--- config.mk ---
export PLATFORM = sky130hd
export DESIGN_NAME = dual_dac_serial_load_update
export DESIGN_NICKNAME = d
export VERILOG_FILES = /design/src/shared/dac_link_pkg.sv /design/src/logic/dual_dac_serial_load_update.sv
export SDC_FILE = /design/constraint.sdc
export NUM_CORES = 1
export LEC_CHECK = 0
export BUFFER_PORTS_ARGS = -buffer_cell sky130_fd_sc_hd__buf_2
export CAP_MARGIN = 20
export CORE_MARGIN = 5
export CORE_UTILIZATION = 30
export CTS_CLUSTER_SIZE = 30
export DETAILED_ROUTE_END_ITERATION = 6
export PLACE_DENSITY = 0.56
export SYNTH_ARGS = -nofsm -noshare
export SYNTH_HDL_FRONTEND = slang
export SYNTH_SLANG_ARGS = --single-unit
--- constraint.sdc ---
create_clock -name sys_clk -period 3.89 [get_ports sys_clk]
set_clock_uncertainty 0.05 [all_clocks]
set_input_delay 0.1945 -clock sys_clk [delete_from_list [all_inputs] [get_ports sys_clk]]
set_output_delay 0.1945 -clock sys_clk [all_outputs]
set_load 0.01 [all_outputs]
--- src/shared/dac_link_pkg.sv ---
// Package of constants and types for the dual converter serial port.
package dac_link_pkg;
    localparam int unsigned DATA_W = 16;
    localparam int unsigned WORD_W = 24;
    localparam int unsigned ADDR_POS = 16;
    localparam int unsigned RW_POS = 23;
    localparam int unsigned SYNC_STAGES = 3;
    localparam logic [15:0] ZERO_CODE = 16'h0000;
    localparam logic [15:0] MID_CODE = 16'h8000;
    localparam logic [15:0] RESET_CODE = 16'h0000;
    localparam logic [23:0] RESET_WORD = 24'h000000;
    localparam logic [4:0] RESET_COUNT = 5'h00;

    typedef struct packed {
        logic frame_n;
        logic sclk;
        logic data;
        logic load_n;
        logic clear_n;
    } link_pins_t;

    typedef struct packed {
        logic [15:0] code_a;
        logic [15:0] code_b;
    } dac_codes_t;
endpackage

--- src/logic/dual_dac_serial_load_update.sv ---
// Serial write port and update control of the dual voltage-output converter.
`timescale 1ns/1ps
`default_nettype none
module dual_dac_serial_load_update (
    input wire logic sys_clk,
    input wire logic reset_n,
    input wire dac_link_pkg::link_pins_t pins,
    input wire logic bipolar_coding_select,
    input wire logic bipolar_range,
    input wire logic clear_to_midscale,
    output logic serial_out,
    output dac_link_pkg::dac_codes_t converter_codes
);
    logic [2:0] frame_s;
    logic [2:0] sclk_s;
    logic [2:0] data_s;
    logic [2:0] load_s;
    logic [2:0] clear_s;
    logic [2:0] coding_s;
    logic [2:0] range_s;
    logic [2:0] midscale_s;
    logic frame_q;
    logic sclk_q;
    logic load_q;
    logic data_q;
    logic clear_q;
    logic coding_q;
    logic range_q;
    logic midscale_q;
    logic [23:0] shift;
    logic [23:0] readout;
    logic [4:0] count;
    logic [15:0] input_reg [2];
    logic [15:0] dac_reg [2];

    always_ff @(posedge sys_clk or negedge reset_n)
    begin
        if (!reset_n)
        begin
            frame_s <= 3'h7;
            sclk_s <= 3'h7;
            data_s <= 3'h0;
            load_s <= 3'h7;
            clear_s <= 3'h7;
            coding_s <= 3'h0;
            range_s <= 3'h0;
            midscale_s <= 3'h0;
        end
        else
        begin
            frame_s <= {frame_s[1:0], pins.frame_n};
            sclk_s <= {sclk_s[1:0], pins.sclk};
            data_s <= {data_s[1:0], pins.data};
            load_s <= {load_s[1:0], pins.load_n};
            clear_s <= {clear_s[1:0], pins.clear_n};
            coding_s <= {coding_s[1:0], bipolar_coding_select};
            range_s <= {range_s[1:0], bipolar_range};
            midscale_s <= {midscale_s[1:0], clear_to_midscale};
        end
    end

    // A change counts once the second and third stages agree.
    always_ff @(posedge sys_clk or negedge reset_n)
    begin
        if (!reset_n)
        begin
            frame_q <= 1'b1;
            sclk_q <= 1'b1;
            load_q <= 1'b1;
            data_q <= 1'b0;
            clear_q <= 1'b1;
            coding_q <= 1'b0;
            range_q <= 1'b0;
            midscale_q <= 1'b0;
        end
        else
        begin
            if (frame_s[1] == frame_s[2])
                frame_q <= frame_s[2];
            if (sclk_s[1] == sclk_s[2])
                sclk_q <= sclk_s[2];
            if (load_s[1] == load_s[2])
                load_q <= load_s[2];
            if (data_s[1] == data_s[2])
                data_q <= data_s[2];
            if (clear_s[1] == clear_s[2])
                clear_q <= clear_s[2];
            if (coding_s[1] == coding_s[2])
                coding_q <= coding_s[2];
            if (range_s[1] == range_s[2])
                range_q <= range_s[2];
            if (midscale_s[1] == midscale_s[2])
                midscale_q <= midscale_s[2];
        end
    end

    wire frame_f = frame_s[1] == frame_s[2] ? frame_s[2] : frame_q;
    wire sclk_f = sclk_s[1] == sclk_s[2] ? sclk_s[2] : sclk_q;
    wire load_f = load_s[1] == load_s[2] ? load_s[2] : load_q;
    wire clear_f = clear_s[1] == clear_s[2] ? clear_s[2] : clear_q;
    wire data_f = data_s[1] == data_s[2] ? data_s[2] : data_q;
    wire coding_f = coding_s[1] == coding_s[2] ? coding_s[2] : coding_q;
    wire range_f = range_s[1] == range_s[2] ? range_s[2] : range_q;
    wire midscale_f = midscale_s[1] == midscale_s[2] ? midscale_s[2] : midscale_q;
    wire sclk_fall = sclk_q & ~sclk_f;
    wire sclk_rise = ~sclk_q & sclk_f;
    wire frame_rise = ~frame_q & frame_f;
    wire frame_fall = frame_q & ~frame_f;
    wire load_fall = load_q & ~load_f;
    wire shift_now = sclk_fall & ~frame_f;
    // The first echo bit leaves at frame start, the others after each rising clock edge.
    wire echo_step = frame_fall | (sclk_rise & ~frame_f);
    wire word_ok = frame_rise & (count == 5'(dac_link_pkg::WORD_W)) & ~shift[dac_link_pkg::RW_POS];
    wire chan = shift[dac_link_pkg::ADDR_POS];
    wire [15:0] clear_code = midscale_f ? dac_link_pkg::MID_CODE : dac_link_pkg::ZERO_CODE;

    always_ff @(posedge sys_clk or negedge reset_n)
    begin
        if (!reset_n)
        begin
            shift <= dac_link_pkg::RESET_WORD;
            readout <= dac_link_pkg::RESET_WORD;
            count <= dac_link_pkg::RESET_COUNT;
            serial_out <= 1'b0;
        end
        else
        begin
            if (shift_now)
            begin
                shift <= {shift[22:0], data_f};
                if (count != 5'h1f)
                    count <= count + 5'h01;
            end
            if (echo_step)
            begin
                serial_out <= readout[23];
                readout <= {readout[22:0], 1'b0};
            end
            if (frame_rise)
            begin
                count <= dac_link_pkg::RESET_COUNT;
                readout <= shift;
            end
        end
    end

    // Strap high means offset binary; two's complement flips the top bit.
    wire [15:0] offset_word = (range_f & ~coding_f) ?
        {~shift[15], shift[14:0]} : shift[15:0];

    always_ff @(posedge sys_clk or negedge reset_n)
    begin
        if (!reset_n)
        begin
            for (int i = 0; i < 2; i++)
            begin
                input_reg[i] <= dac_link_pkg::RESET_CODE;
                dac_reg[i] <= dac_link_pkg::RESET_CODE;
            end
        end
        else
        begin
            if (word_ok)
                input_reg[chan] <= offset_word;
            if (!clear_f)
            begin
                dac_reg[0] <= clear_code;
                dac_reg[1] <= clear_code;
            end
            else if (load_fall)
            begin
                dac_reg[0] <= input_reg[0];
                dac_reg[1] <= input_reg[1];
            end
            else if (word_ok & ~load_f)
                dac_reg[chan] <= offset_word;
        end
    end

    assign converter_codes.code_a = dac_reg[0];
    assign converter_codes.code_b = dac_reg[1];
endmodule // dual_dac_serial_load_update
`default_nettype wire

### Word-level counts from Yosys, hierarchy flattened

Cells that the tools add are included.

* $add $sub $neg: 1
* $lt $le $gt $ge: 2
* eq/ne operators: 11
* muxes and demuxes: 22
* bitwise gates (word level): 21
* reduce and logical (&&, ||, !) cells: 5

Operators with widths (count)
* 32-bit 2-to-1 mux: 3
* 32-bit bitwise mux: 2
* 16-bit 2-to-1 mux: 3
* 24-bit 2-to-1 mux: 2
* 16-bit demux with 1-bit select: 1
* 5-bit 2-to-1 mux: 3
* 1-bit bitwise AND: 11
* 1-bit equality test: 8
* 1-bit 2-to-1 mux: 8
* 1-bit NOT: 8
* 2-bit nonzero test: 3
* 5-bit by 1-bit adder with 5-bit output, second input constant: 1
* 5-bit equality test, second input constant: 1
* 5-bit != test, second input constant: 1
* 3-bit by 1-bit != test with 1-bit output, second input constant: 1
* 2-bit >= comparator, second input constant: 1
* 2-bit by 1-bit < comparator with 1-bit output, second input constant: 1
* 1-bit NOT with 2-bit output: 1
* 2-bit AND reduction: 1
* 1-bit logical AND: 1
* 1-bit bitwise OR: 1

* flip-flop bits (word level): 150
* input port bits: 10
* word-level logic and storage cells: 86

### Depth between registers and ports, before layout

Gate-level depths: netlist of the first run.

* depth after elaboration: 9
* mapped depth: 9

### Least setup slack after synthesis of the first run

OpenSTA, ideal clock, no wires.

* kind: register to register
* from: reg frame_s[1]
* to: reg dac_reg (netlist bit converter_codes[10])
* arrival time: 1908 ps
* data required time: 3713 ps
* path slack: 1805 ps
* cell stages (with the launch flop): 10
* period minus slack after synthesis: 2085 ps
* cell sequence: dfstp_2 buf_4 and3b_1 buf_4 nand4_4 o21ba_1 buf_6 buf_6 a222oi_1 inv_1

* cells in the longest elaborated chain, start to end: 7

Ends and longest elaborated chain
* start: declaration: RTL line dual_dac_serial_load_update.sv:14 `logic [2:0] frame_s;`
* start signal: assignment: RTL line dual_dac_serial_load_update.sv:51 `frame_s <= {frame_s[1:0], pins.frame_n};`
* 1-bit equality test: RTL line dual_dac_serial_load_update.sv:97 `wire frame_f = frame_s[1] == frame_s[2] ? frame_s[2] : frame_q;`
* 1-bit 2-to-1 mux
* 1-bit bitwise AND: RTL line dual_dac_serial_load_update.sv:107 `wire frame_rise = ~frame_q & frame_f;`
* 1-bit bitwise AND (2 in a row): RTL line dual_dac_serial_load_update.sv:113 `wire word_ok = frame_rise & (count == 5'(dac_link_pkg::WORD_W)) & ~shift[dac_link_pkg::RW_POS];`
* 1-bit bitwise AND: RTL line dual_dac_serial_load_update.sv:175 `else if (word_ok & ~load_f)`
* 3-bit by 1-bit != test with 1-bit output (no source line)
* end signal: indexed assignment: RTL line dual_dac_serial_load_update.sv:158 `dac_reg[i] <= dac_link_pkg::RESET_CODE;`
* end signal: indexed assignment: RTL line dual_dac_serial_load_update.sv:176 `dac_reg[chan] <= offset_word;`
* end: declaration: RTL line dual_dac_serial_load_update.sv:34 `logic [15:0] dac_reg [2];`

Every way passes these cells.
A chain may end at the register's enable or synchronous reset.

### Final worst setup path of the first run

* from: reg frame_q
* to: reg dac_reg (netlist bit converter_codes[31])

* cells in the longest elaborated chain, start to end: 6
* elaborated cells on any way between the ends: 7
* those cells by class: eq/ne: 1; mux: 1; bitwise: 5

Ends and longest elaborated chain
* start: declaration: RTL line dual_dac_serial_load_update.sv:22 `logic frame_q;`
* start signal: assignment: RTL line dual_dac_serial_load_update.sv:79 `frame_q <= frame_s[2];`
* 1-bit 2-to-1 mux / 1-bit NOT (equally long branches)
* 1-bit bitwise AND (*): RTL line dual_dac_serial_load_update.sv:107
* 1-bit bitwise AND (*) (2 in a row): RTL line dual_dac_serial_load_update.sv:113
* 1-bit bitwise AND (*): RTL line dual_dac_serial_load_update.sv:175
* 3-bit by 1-bit != test with 1-bit output (no source line) (*)

Mark *: on every way between the ends. The rest lies on a longest branch, timed or not.

==> metrics.md, run 1 <==
| Metric | Value |
|---|---|
| Status | `finished clean` |
| I/O Pins | `43` |
| Mux cell area share after synthesis | `0.130` |
| Hold Crit Start | `range_s[0]` |
| Pre-Repair DR Iteration Count | `5` |
| Row count | `between 50 and 60` |
| FMAX | `around 360 MHz` |
| Max_slew headroom | `0.361` |
| Switch share | `0.268` |
| First-pass GRT wire length | `between 20000 and 25000 microns` |
| Hold_buf cts | `9` |
| Die Ht | `around 160 microns` |
| VDD IR max | `around 0.00028 V` |
| CTS root buf | `clkbuf_16` |
| Starting Density | `0.302` |
| Gates resized, CTS repair | `0` |
| Hold Fails Final Rpt | `0` |
| DRC | `0` |
| Via density per instance | `~5.0` |
| Synth Area in Simple Gates | `0.117` |
| Syn avg cell area | `~11 sq um` |
| Post-synth EDFFs | `0` |
| Post-CTS setup buffers | `0` |
| Clock power frac | `0.414` |
| Comb pwr share | `0.116` |
| Core area | `approximately 22000 sq um` |
| Crit path from | `frame_q` |
| Design area | `approximately 7700 sq um` |
| Reg2reg start | `frame_q` |
| Wire per inst | `around 16 microns` |
| WP data required | `between 4000 and 5000 ps` |
| IO Port Bufs | `between 40 and 50` |
| GP Congestion | `about 0.76` |
| Final setup fails | `0` |
| Diode count | `0` |
| Area after DPL | `between 7000 and 8000 sq um` |
| Sw power | `0.00107 W` |
| R2R depth | `5` |
| Inst Count DP | `between 800 and 900` |
| Number of global-route vias before repair | `4676` |
| Max Cap Viol | `0` |
| Measured slew at the worst slew-check pin | `958 ps` |
| CTS tree | `yes` |
| Sequential fraction of the synthesis area | `0.576` |
| Final std cells w/o fill | `909` |
| Sequential cell fraction of total power | `0.470` |
| Syn Nets | `between 500 and 600` |
| Largest family of logic cells by synthesized area | `multiplexers` |
| Hold/Removal Path Class | `reg -> reg` |
| Worst setup SP type | `register` |
| Setup TNS | `0 ps` |
| Async set or reset register ratio after synthesis | `1.00` |
| Final Cycle Share | `0.713` |
| Initial detailed-routing violation count | `between 300 and 400` |
| Worst-path fanout max | `34` |
| Vias | `between 4000 and 5000` |
| Arrival time worst endpoint | `roughly 3000 ps` |
| Synthesized flop and latch total | `150` |
| Pwr/cell area | `about 520 nW/um^2` |
| Area Growth Syn to Fin | `18.1%` |
| Primary FF master, synth | `dfrtp_1` |
| RR Endpoint | `converter_codes[31]` |
| Worst Setup EP | `converter_codes[31]` |
| Fin crit period | `2770 ps` |
| Die X | `158 microns` |
| Leakage | `between 3 and 4 nW` |
| Post-route ant nets | `0` |
| Reg-to-reg setup timing slack | `around 1100 ps` |
| TritonCTS Sinks | `150` |
| Ys Warns | `0` |
| Dpl hpwl | `~9500 microns` |
| Deepest level of the CTS H-tree | `4` |
| Worst-Skew Late Latency | `between 400 and 500 ps` |
| Largest net degree at the start of global routing | `around 100` |
| Total track usage | `0.122` |
| WS Path Type | `reg -> reg` |
| Synth Instances | `572` |
| Max-slew violation count | `0` |
| Routed wire length | `about 14000 microns` |
| Share of cells above drive strength 1 | `0.258` |
| Synth cell types | `40` |
| Total Nets Final | `629` |
| Clock-pin slew on the worst setup and hold paths | `approximately 60 ps` |
| CP endpoint kind | `register` |
| Synth Area in Compound Gates | `0.118` |
| Clock buffer depth | `2` |
| RSZ-0062 raised after global routing | `false` |
| Fillcell total | `between 2000 and 2500` |
| Antenna violations before repair | `0` |
| Die ar. | `roughly 25000 sq um` |
| Grt ovf | `0` |
| Internal | `0.00293 W` |
| XOR/XNOR share of the synthesized area | `0.00267` |
| Post-Synth Adder-Cell Area | `0.0180` |
| Mapped Area | `6550 sq um` |
| CTS buffer count | `17` |
## layout by cell type (no fill, tap or decap), types with 4 or more instances in the layout
master / synthesis / final
inv_6: 0 / 5
dlygate4sd3_1: 0 / 9
nand2_1: 89 / 89
a221oi_1: 23 / 23
mux2_2: 55 / 55
clkbuf_16: 0 / 17
a22oi_1: 15 / 15
a21oi_1: 4 / 4
buf_4: 5 / 10
nor2_1: 77 / 76
o21ai_0: 4 / 4
mux2i_1: 23 / 23
buf_2: 8 / 41
inv_1: 19 / 19
dfstp_2: 16 / 16
a222oi_1: 15 / 15
a22o_1: 25 / 25
dfrtp_1: 134 / 134
maj3_1: 8 / 8
## power by group through the flow
| stage | combinational [W] | sequential [W] | clock (W) |
|---|---|---|---|
| detailed placement | 0.000465 | 0.00191 | 0 |
| global route | 0.000535 | 0.00191 | 0.00177 |
| CTS | 0.000473 | 0.00188 | 0.00170 |
| global placement | 0.000443 | 0.00190 | 0 |
| finish | 0.000466 | 0.00188 | 0.00166 |
| floorplan | 0.000371 | 0.00184 | 0 |
## synth_stat cells (all sizes together), types with 2 or more instances
cell type / n / area share
a221oi: 23 / 0.031
clkbuf: 18 / 0.010
or3b: 2 / 0.0027
maj3: 8 / 0.012
dfrtp: 134 / 0.51
a21oi: 5 / 0.0044
nand3: 3 / 0.0023
nand4: 2 / 0.0042
nor2: 77 / 0.044
a22o: 25 / 0.033
a22oi: 15 / 0.017
a222oi: 15 / 0.023
buf: 19 / 0.018
o211ai: 2 / 0.0023
nand2: 89 / 0.051
ha: 3 / 0.0057
mux2: 55 / 0.095
inv: 19 / 0.011
mux2i: 23 / 0.035
dfstp: 16 / 0.064
o21ai: 4 / 0.0031
xnor2: 2 / 0.0027
## stage by stage
| stage | power [W] | util | setup WS [ps] | hold slack, ps |
|---|---|---|---|---|
| after global routing | 0.00421 | 0.357 | 884 | 308 |
| after detailed placement | 0.00237 | 0.323 | 1080 | 251 |
| after floorplan | 0.00221 | - | 1800 | -151 |
| final | 0.00401 | 0.357 | 1120 | 300 |
| after CTS | 0.00405 | 0.355 | 1060 | 302 |
| after global placement | 0.00234 | 0.323 | 1160 | 250 |
## area by class of cell
cell class / instances / area (sq um) / area share
Tap cell: 280 / 350 / 0.0453
Inverter: 19 / 71.3 / 0.00922
Sequential cell: 150 / 3770 / 0.488
Multi-Input combinational cell: 366 / 2530 / 0.326
Clock inverter: 12 / 140 / 0.0181
Timing Repair Buffer: 62 / 409 / 0.0529
Clock buffer: 20 / 467 / 0.0603
## layer usage
| layer | vias to the layer above | global-route usage | routed length, microns |
|---|---|---|---|
| met1 | 2383 | 0.156 | 6660 |
| met3 | 6 | 0.0252 | 361 |
| met5 | - | 0 | 0 |
| met4 | 0 | 0.0508 | 138 |
| li1 | 2128 | - | - |
| met2 | 71 | 0.202 | 7310 |
## cells by family after synthesis
kind of cell,count (synthesis)
simple gates,183
fa+ha+maj,11
compound gates,92
mux,78
xor+xnor,2
flops,150
buf+inv,56
## critical path, cell delays in order (launching register included)
cell	delay (ps)
dfstp_2	870
and3b_1	330
and4b_1	340
a21oi_2	760
nor2_1	110
a22o_1	210
## worst min-delay path by stage
stage,endpoint,slack [ps],cells after the start
after floorplan,coding_q,-150,0
after detailed placement,sclk_s[0],250,1
after CTS,range_s[1],300,0
final,range_s[1],300,0
after global placement,load_s[0],250,1
after global routing,load_s[1],310,0
(Power assumes the default switching activity.)
==> inputs of run 2 (changes only) <==
--- a/config.mk
+++ b/config.mk
@@ -5,6 +5,7 @@
 export SDC_FILE = /design/constraint.sdc
 export NUM_CORES = 1
 export LEC_CHECK = 0
+export ABC_AREA = 1
 export BUFFER_PORTS_ARGS = -buffer_cell sky130_fd_sc_hd__buf_2
 export CAP_MARGIN = 20
 export CORE_MARGIN = 5
==> constraint.sdc (replaced) <==
create_clock -name sys_clk -period 2.6 [get_ports sys_clk]
set_clock_uncertainty 0.05 [all_clocks]
set_input_delay 0.13 -clock sys_clk [delete_from_list [all_inputs] [get_ports sys_clk]]
set_output_delay 0.13 -clock sys_clk [all_outputs]
set_load 0.01 [all_outputs]
==> metrics.md, run 2 <==
| Metric | Value |
|---|---|
| Max Cap Viol | `0 (unchanged)` |
| Primary FF master, synth | `dfrtp_1` |
| Final std cells w/o fill | `1028 (+13%)` |
| Initial detailed-routing violation count | `245 (-24%)` |
| Total Nets Final | `758 (+21%)` |
| Ys Warns | `0 (unchanged)` |
| Largest net degree at the start of global routing | `70 (-33%)` |
| Worst-Skew Late Latency | `430 ps (about the same)` |
| Die X | `154 microns (-2.5%)` |
| WS Path Type | `reg -> reg` |
| Starting Density | `0.306 (+0.00359)` |
| CTS root buf | `clkbuf_16` |
| DRC | `0 (unchanged)` |
| Area Growth Syn to Fin | `20.1%` |
| Pre-Repair DR Iteration Count | `5 (unchanged)` |
| Vias | `4492 (-2.1%)` |
| Status | `finished clean` |
| FMAX | `492 MHz (+36%)` |
| Synth top area cells | `dfrtp_1, nand2_1, o21ai_0, dfstp_2, inv_1` |
| RSZ-0062 raised after global routing | `false` |
| TritonCTS Sinks | `150 (unchanged)` |
| Fin crit period | `2030 ps (-739 ps)` |
| Final setup fails | `0 (unchanged)` |
| CTS tree | `yes` |
| Grt ovf | `0 (unchanged)` |
| Die ar. | `23700 sq um (-5.0%)` |
| First-pass GRT wire length | `22900 microns (-5.2%)` |
| Top sig layer | `met4` |
| Pwr/cell area | `793 nW/um^2 (+53%)` |
| WP data required | `2920 ps (-1230 ps)` |
| Share of cells above drive strength 1 | `0.152 (-0.106)` |
| Syn Nets | `706 (+21%)` |
| GP Congestion | `0.747 (-1.5%)` |
| Post-synth EDFFs | `0 (unchanged)` |
| Core area | `20300 sq um (-6.4%)` |
| Max-slew violation count | `0 (unchanged)` |
| Diode count | `0 (unchanged)` |
| Inst Count DP | `987 (+14%)` |
| Deepest level of the CTS H-tree | `4 (unchanged)` |
| Max_slew headroom | `0.513 (+0.152)` |
| Sequential fraction of the synthesis area | `0.608 (+0.0322)` |
| Most frequent cell after synthesis | `nand2_1` |
| Commonest non-fill, non-tap cell in the layout | `nand2_1` |
| Area leader, netlist | `dfrtp_1` |
| DR WL met3 | `642 microns (+78%)` |
| Met2 routed WL | `5910 microns (-19%)` |
| Post-route ant nets | `0 (unchanged)` |
| Synthesized flop and latch total | `150 (unchanged)` |
| Via density per instance | `4.37 (-13%)` |
| Leakage | `3.54 nW (-11%)` |
| Metal-1 WL | `6710 microns (+0.84%)` |
| Syn avg cell area | `8.95 sq um (-22%)` |
| VDD IR max | `0.000328 V (+18%)` |
| I/O Pins | `43 (unchanged)` |
| Measured slew at the worst slew-check pin | `727 ps (-231 ps)` |
| Hold Fails Final Rpt | `0 (unchanged)` |
| Worst-path fanout max | `17 (-50%)` |
| Hold/Removal Path Class | `in -> async` |
| Arrival time worst endpoint | `2350 ps (-690 ps)` |
| Number of global-route vias before repair | `4409 (-5.7%)` |
| CTS buffer count | `17 (unchanged)` |
| IO Port Bufs | `42 (unchanged)` |
| Row count | `52 (-3.7%)` |
| Wire per inst | `13.1 microns (-18%)` |
| Total track usage | `0.120 (-0.00153)` |
| Top cells by count, synth | `nand2_1, dfrtp_1, o21ai_0` |
| Routed wire length | `13500 microns (-6.8%)` |
| Synth cell types | `30 (-25%)` |
| Antenna violations before repair | `0 (unchanged)` |
| CP endpoint kind | `register` |
| Most frequent cells in the layout | `nand2_1, dfrtp_1, o21ai_0` |
| Post-synth top area share | `0.540 (+0.0286)` |
| Clock buffer depth | `2 (unchanged)` |
| Worst setup SP type | `register` |
| Die Ht | `154 microns (-2.5%)` |
| Synth Instances | `693 (+21%)` |
| Dpl hpwl | `8630 microns (-9.2%)` |
| Fillcell total | `2098 (-0.38%)` |
| Clock-pin slew on the worst setup and hold paths | `70 ps (about the same)` |
| Setup TNS | `0 ps (unchanged)` |
| Async set or reset register ratio after synthesis | `1.00 (unchanged)` |
| Final Cycle Share | `0.782 (+0.0693)` |
| Mapped Area | `6200 sq um (-5.3%)` |
-- run 2: worst max-delay path: stages, from the launching register on --
cell and delay (ps):
dfstp_2 560, nand2_1 90, nor2_2 210, nand3_1 160, nand2_2 160, nand2_4 180, nor2_4 380, nand2_1 110
nand2_1 80
-- run 2: final cells by class --
cell class	instances	area [sq um]	share of cell area
sequential	150	3770	0.507
clock inverter	13	194	0.0260
multi-input combinational	423	1950	0.262
inverter	92	345	0.0464
tap	270	338	0.0453
clock buffer	19	443	0.0595
timing repair buffer	61	407	0.0546
-- run 2: repair_timing --
item / 4_1_cts / 5_1_grt
endpoints found under the hold margin: 59 / 0
hold buffers: 9 / 0
buffers inserted: 0 / 0
resized for setup: 0 / 0
-- run 2: routing by layer --
layer,GRT usage,vias up
met3,0.0354,18
li1,-,2278
met1,0.172,2128
met4,0.0467,0
met2,0.173,68
met5,0,-
-- run 2: worst paths after layout --
| kind | start | endpoint | slack, ps | cells past startpoint |
|---|---|---|---|---|
| worst max-delay path | frame_s[1] | converter_codes[6] | 570 | 8 |
| worst min-delay path | reset_n | serial_out | 240 | 2 |
| worst max register to register | frame_s[1] | converter_codes[6] | 570 | 8 |
| worst min register to register | range_s[0] | range_s[1] | 300 | 0 |
| max in group asynchronous | reset_n | converter_codes[17] | 1580 | 3 |
| min in group sys_clk | bipolar_range | range_s[0] | 290 | 2 |
-- run 2: report_power, final --
| group | internal [W] | switching, W | total [W] |
|---|---|---|---|
| combinational | 0.000193 | 0.000387 | 0.000580 |
| sequential | 0.00252 | 0.000146 | 0.00267 |
| clock | 0.00165 | 0.00101 | 0.00266 |
-- run 2: metrics by stage --
| stage | utilization | hold slack, ps | cell area, sq um | total power [W] | setup slack [ps] |
|---|---|---|---|---|---|
| floorplan | - | -216 | 6200 | 0.00306 | 1030 |
| global placement | 0.331 | 144 | 6720 | 0.00328 | 613 |
| detailed placement | 0.331 | 141 | 6720 | 0.00328 | 577 |
| CTS | 0.367 | 250 | 7450 | 0.00599 | 547 |
| global route | 0.367 | 290 | 7450 | 0.00620 | 391 |
| finish | 0.367 | 240 | 7450 | 0.00591 | 566 |
-- run 2: kinds of logic after synthesis --
logic type | Yosys count | share of synthesized area
AND/OR/NAND/NOR | 277 | 0.181
AO/OA/AOI/OAI | 142 | 0.125
buffers and inverters | 120 | 0.0776
flip-flops | 150 | 0.608
adder cells (fa/ha/maj) | 4 | 0.00766
==> inputs of run 3 (changes only) <==
--- a/config.mk
+++ b/config.mk
@@ -12,7 +12,7 @@
 export CORE_UTILIZATION = 30
 export CTS_CLUSTER_SIZE = 30
 export DETAILED_ROUTE_END_ITERATION = 6
-export PLACE_DENSITY = 0.56
+export PLACE_DENSITY = 0.58
 export SYNTH_ARGS = -nofsm -noshare
 export SYNTH_HDL_FRONTEND = slang
 export SYNTH_SLANG_ARGS = --single-unit
==> constraint.sdc (replaced) <==
create_clock -name sys_clk -period 1.72 [get_ports sys_clk]
set_clock_uncertainty 0.05 [all_clocks]
set_input_delay 0.086 -clock sys_clk [delete_from_list [all_inputs] [get_ports sys_clk]]
set_output_delay 0.086 -clock sys_clk [all_outputs]
set_load 0.01 [all_outputs]
==> metrics.md, run 3 (synthesis results as in run 2) <==
| Metric | Value |
|---|---|
| Area after DPL | `6920 sq um (+3.0%)` |
| Wire per inst | `12.6 microns (-3.9%)` |
| Final setup fails | `0 (unchanged)` |
| Slowest CP cell | `dfrtp_1` |
| Core area | `20300 sq um (unchanged)` |
| CTS buffer count | `17 (unchanged)` |
| Die Ht | `154 microns (unchanged)` |
| Vias | `4551 (+1.3%)` |
| Multi-input logic area | `2070 sq um (+6.4%)` |
| DRC | `0 (unchanged)` |
| Deepest level of the CTS H-tree | `4 (unchanged)` |
| Clock buffer depth | `2 (unchanged)` |
| Worst-Skew Late Latency | `420 ps (about the same)` |
| Fin crit period | `1720 ps (-318 ps)` |
| Via density per instance | `4.33 (-0.90%)` |
| GP Congestion | `0.799 (+7.0%)` |
| Pwr/cell area | `1100 nW/um^2 (+39%)` |
| Reg2reg start | `count[0]` |
| RR Endpoint | `converter_codes[10]` |
| Max_slew headroom | `0.775 (+0.261)` |
| IO Port Bufs | `42 (unchanged)` |
| Die X | `154 microns (unchanged)` |
| R2R depth | `11 (+3)` |
| Die ar. | `23700 sq um (unchanged)` |
| Hold/Removal Path Class | `in -> async` |
| I/O Pins | `43 (unchanged)` |
| Leakage | `3.72 nW (+4.9%)` |
| CTS root buf | `clkbuf_16` |
| First-pass GRT wire length | `22500 microns (-1.7%)` |
| Final Cycle Share | `0.998 (+0.215)` |
| Final WS setup | `4.24 ps (-562 ps)` |
| Reg-to-reg setup timing slack | `4 ps (-560 ps)` |
| Post-route ant nets | `0 (unchanged)` |
| Total Nets Final | `781 (+3.0%)` |
| Max-slew violation count | `0 (unchanged)` |
| Starting Density | `0.306 (unchanged)` |
| Row count | `52 (unchanged)` |
| WP buf/inv | `2 (+2)` |
| TritonCTS Sinks | `150 (unchanged)` |
| Measured slew at the worst slew-check pin | `334 ps (-393 ps)` |
| Most frequent cells in the layout | `nand2_1, dfrtp_1, o21ai_0` |
| Grt ovf | `0 (unchanged)` |
| Status | `finished clean` |
| Worst setup SP type | `register` |
| Pre-Repair DR Iteration Count | `5 (unchanged)` |
| FMAX | `583 MHz (+19%)` |
| WS Path Type | `reg -> reg` |
| CTS tree | `yes` |
| Worst-path fanout max | `7 (-10)` |
| WP data required | `2030 ps (-890 ps)` |
| RSZ-0062 raised after global routing | `true` |
| Register area | `3770 sq um (unchanged)` |
| Design area | `7790 sq um (+4.6%)` |
| Routed wire length | `13300 microns (-1.8%)` |
| Share of cells above drive strength 1 | `0.213 (+0.0608)` |
| Dpl hpwl | `8770 microns (+1.7%)` |
| Worst path top cell family by delay | `simple AND/OR/NAND/NOR gates` |
| Fillcell total | `2052 (-2.2%)` |
| Crit path largest cell delay | `390 ps (-170 ps)` |
| Diode count | `0 (unchanged)` |
| Total track usage | `0.116 (-0.00440)` |
| Place WS | `-27.6 ps (-605 ps)` |
| Commonest non-fill, non-tap cell in the layout | `nand2_1` |
| Area Growth Syn to Fin | `25.5%` |
| Number of global-route vias before repair | `4541 (+3.0%)` |
| Clock-pin slew on the worst setup and hold paths | `60 ps (about the same)` |
| CP endpoint kind | `register` |
| Initial detailed-routing violation count | `248 (+1.2%)` |
| Largest net degree at the start of global routing | `47 (-33%)` |
| VDD IR max | `0.000631 V (+92%)` |
| Crit-path cells | `inv_2 > ha_4 > nand3_4 > nor2_4 > nand3_2 > nand2_4 > nand2_4 > nor2_4 > clkbuf_16 > nand2_2 > nand2_1` |
| Antenna violations before repair | `0 (unchanged)` |
| Max Cap Viol | `0 (unchanged)` |
| Hold Fails Final Rpt | `0 (unchanged)` |
| Arrival time worst endpoint | `2020 ps (-330 ps)` |
## run 3: power by group
group / internal, W / total (W) / switching [W]
clock: 0.00208 / 0.00348 / 0.00139
sequential: 0.00382 / 0.00401 / 0.000189
combinational: 0.000427 / 0.00107 / 0.000648
total: 0.00633 / 0.00856 / 0.00223
## run 3: cell type report
type / count / area share
clock inverter: 10 / 0.0103
sequential: 150 / 0.484
clock buffer: 22 / 0.0609
tap: 270 / 0.0434
timing repair buffer: 84 / 0.0904
inverter: 92 / 0.0443
multi-input combinational: 423 / 0.266
## run 3: worst max path at each step
stage	start	endpoint	slack, ps	cells after the start
CTS	count[0]	count[2]	20	9
detailed placement	frame_s[1]	input_reg[18]	-30	6
finish	count[0]	converter_codes[10]	4	11
floorplan	count[0]	converter_codes[21]	150	11
global route	count[0]	converter_codes[10]	-110	11
global placement	count[0]	count[2]	70	9
## run 3: routing by layer
metal,up-vias,track usage,wire [microns],share of wire
met4,0,0.0437,188,0.014
met1,2130,0.156,6320,0.48
met5,-,0,0,0
met2,81,0.183,6110,0.46
li1,2329,-,-,-
met3,11,0.0273,626,0.047
## run 3: what timing repair did
action	CTS	global route
endpoints found under the setup margin	25	63
hold buffers	9	0
resized for setup	2	42
hold endpoints to repair	142	0
pin swaps	0	5
cloned	0	1
buffers inserted	0	7
## run 3: stage by stage
step / setup TNS (ps) / hold slack (ps) / instances / power [W] / utilization
2_1_floorplan: 0 / -260 / 693 / 0.00463 / -
3_3_place_gp: 0 / -47.0 / 1002 / 0.00501 / 0.341
3_5_place_dp: -35.9 / -46.4 / 1002 / 0.00503 / 0.341
4_1_cts: 0 / 70.8 / 1043 / 0.00856 / 0.373
5_1_grt: -1420 / 102 / 1051 / 0.00900 / 0.384
6_report: 0 / 83.3 / 1051 / 0.00856 / 0.384
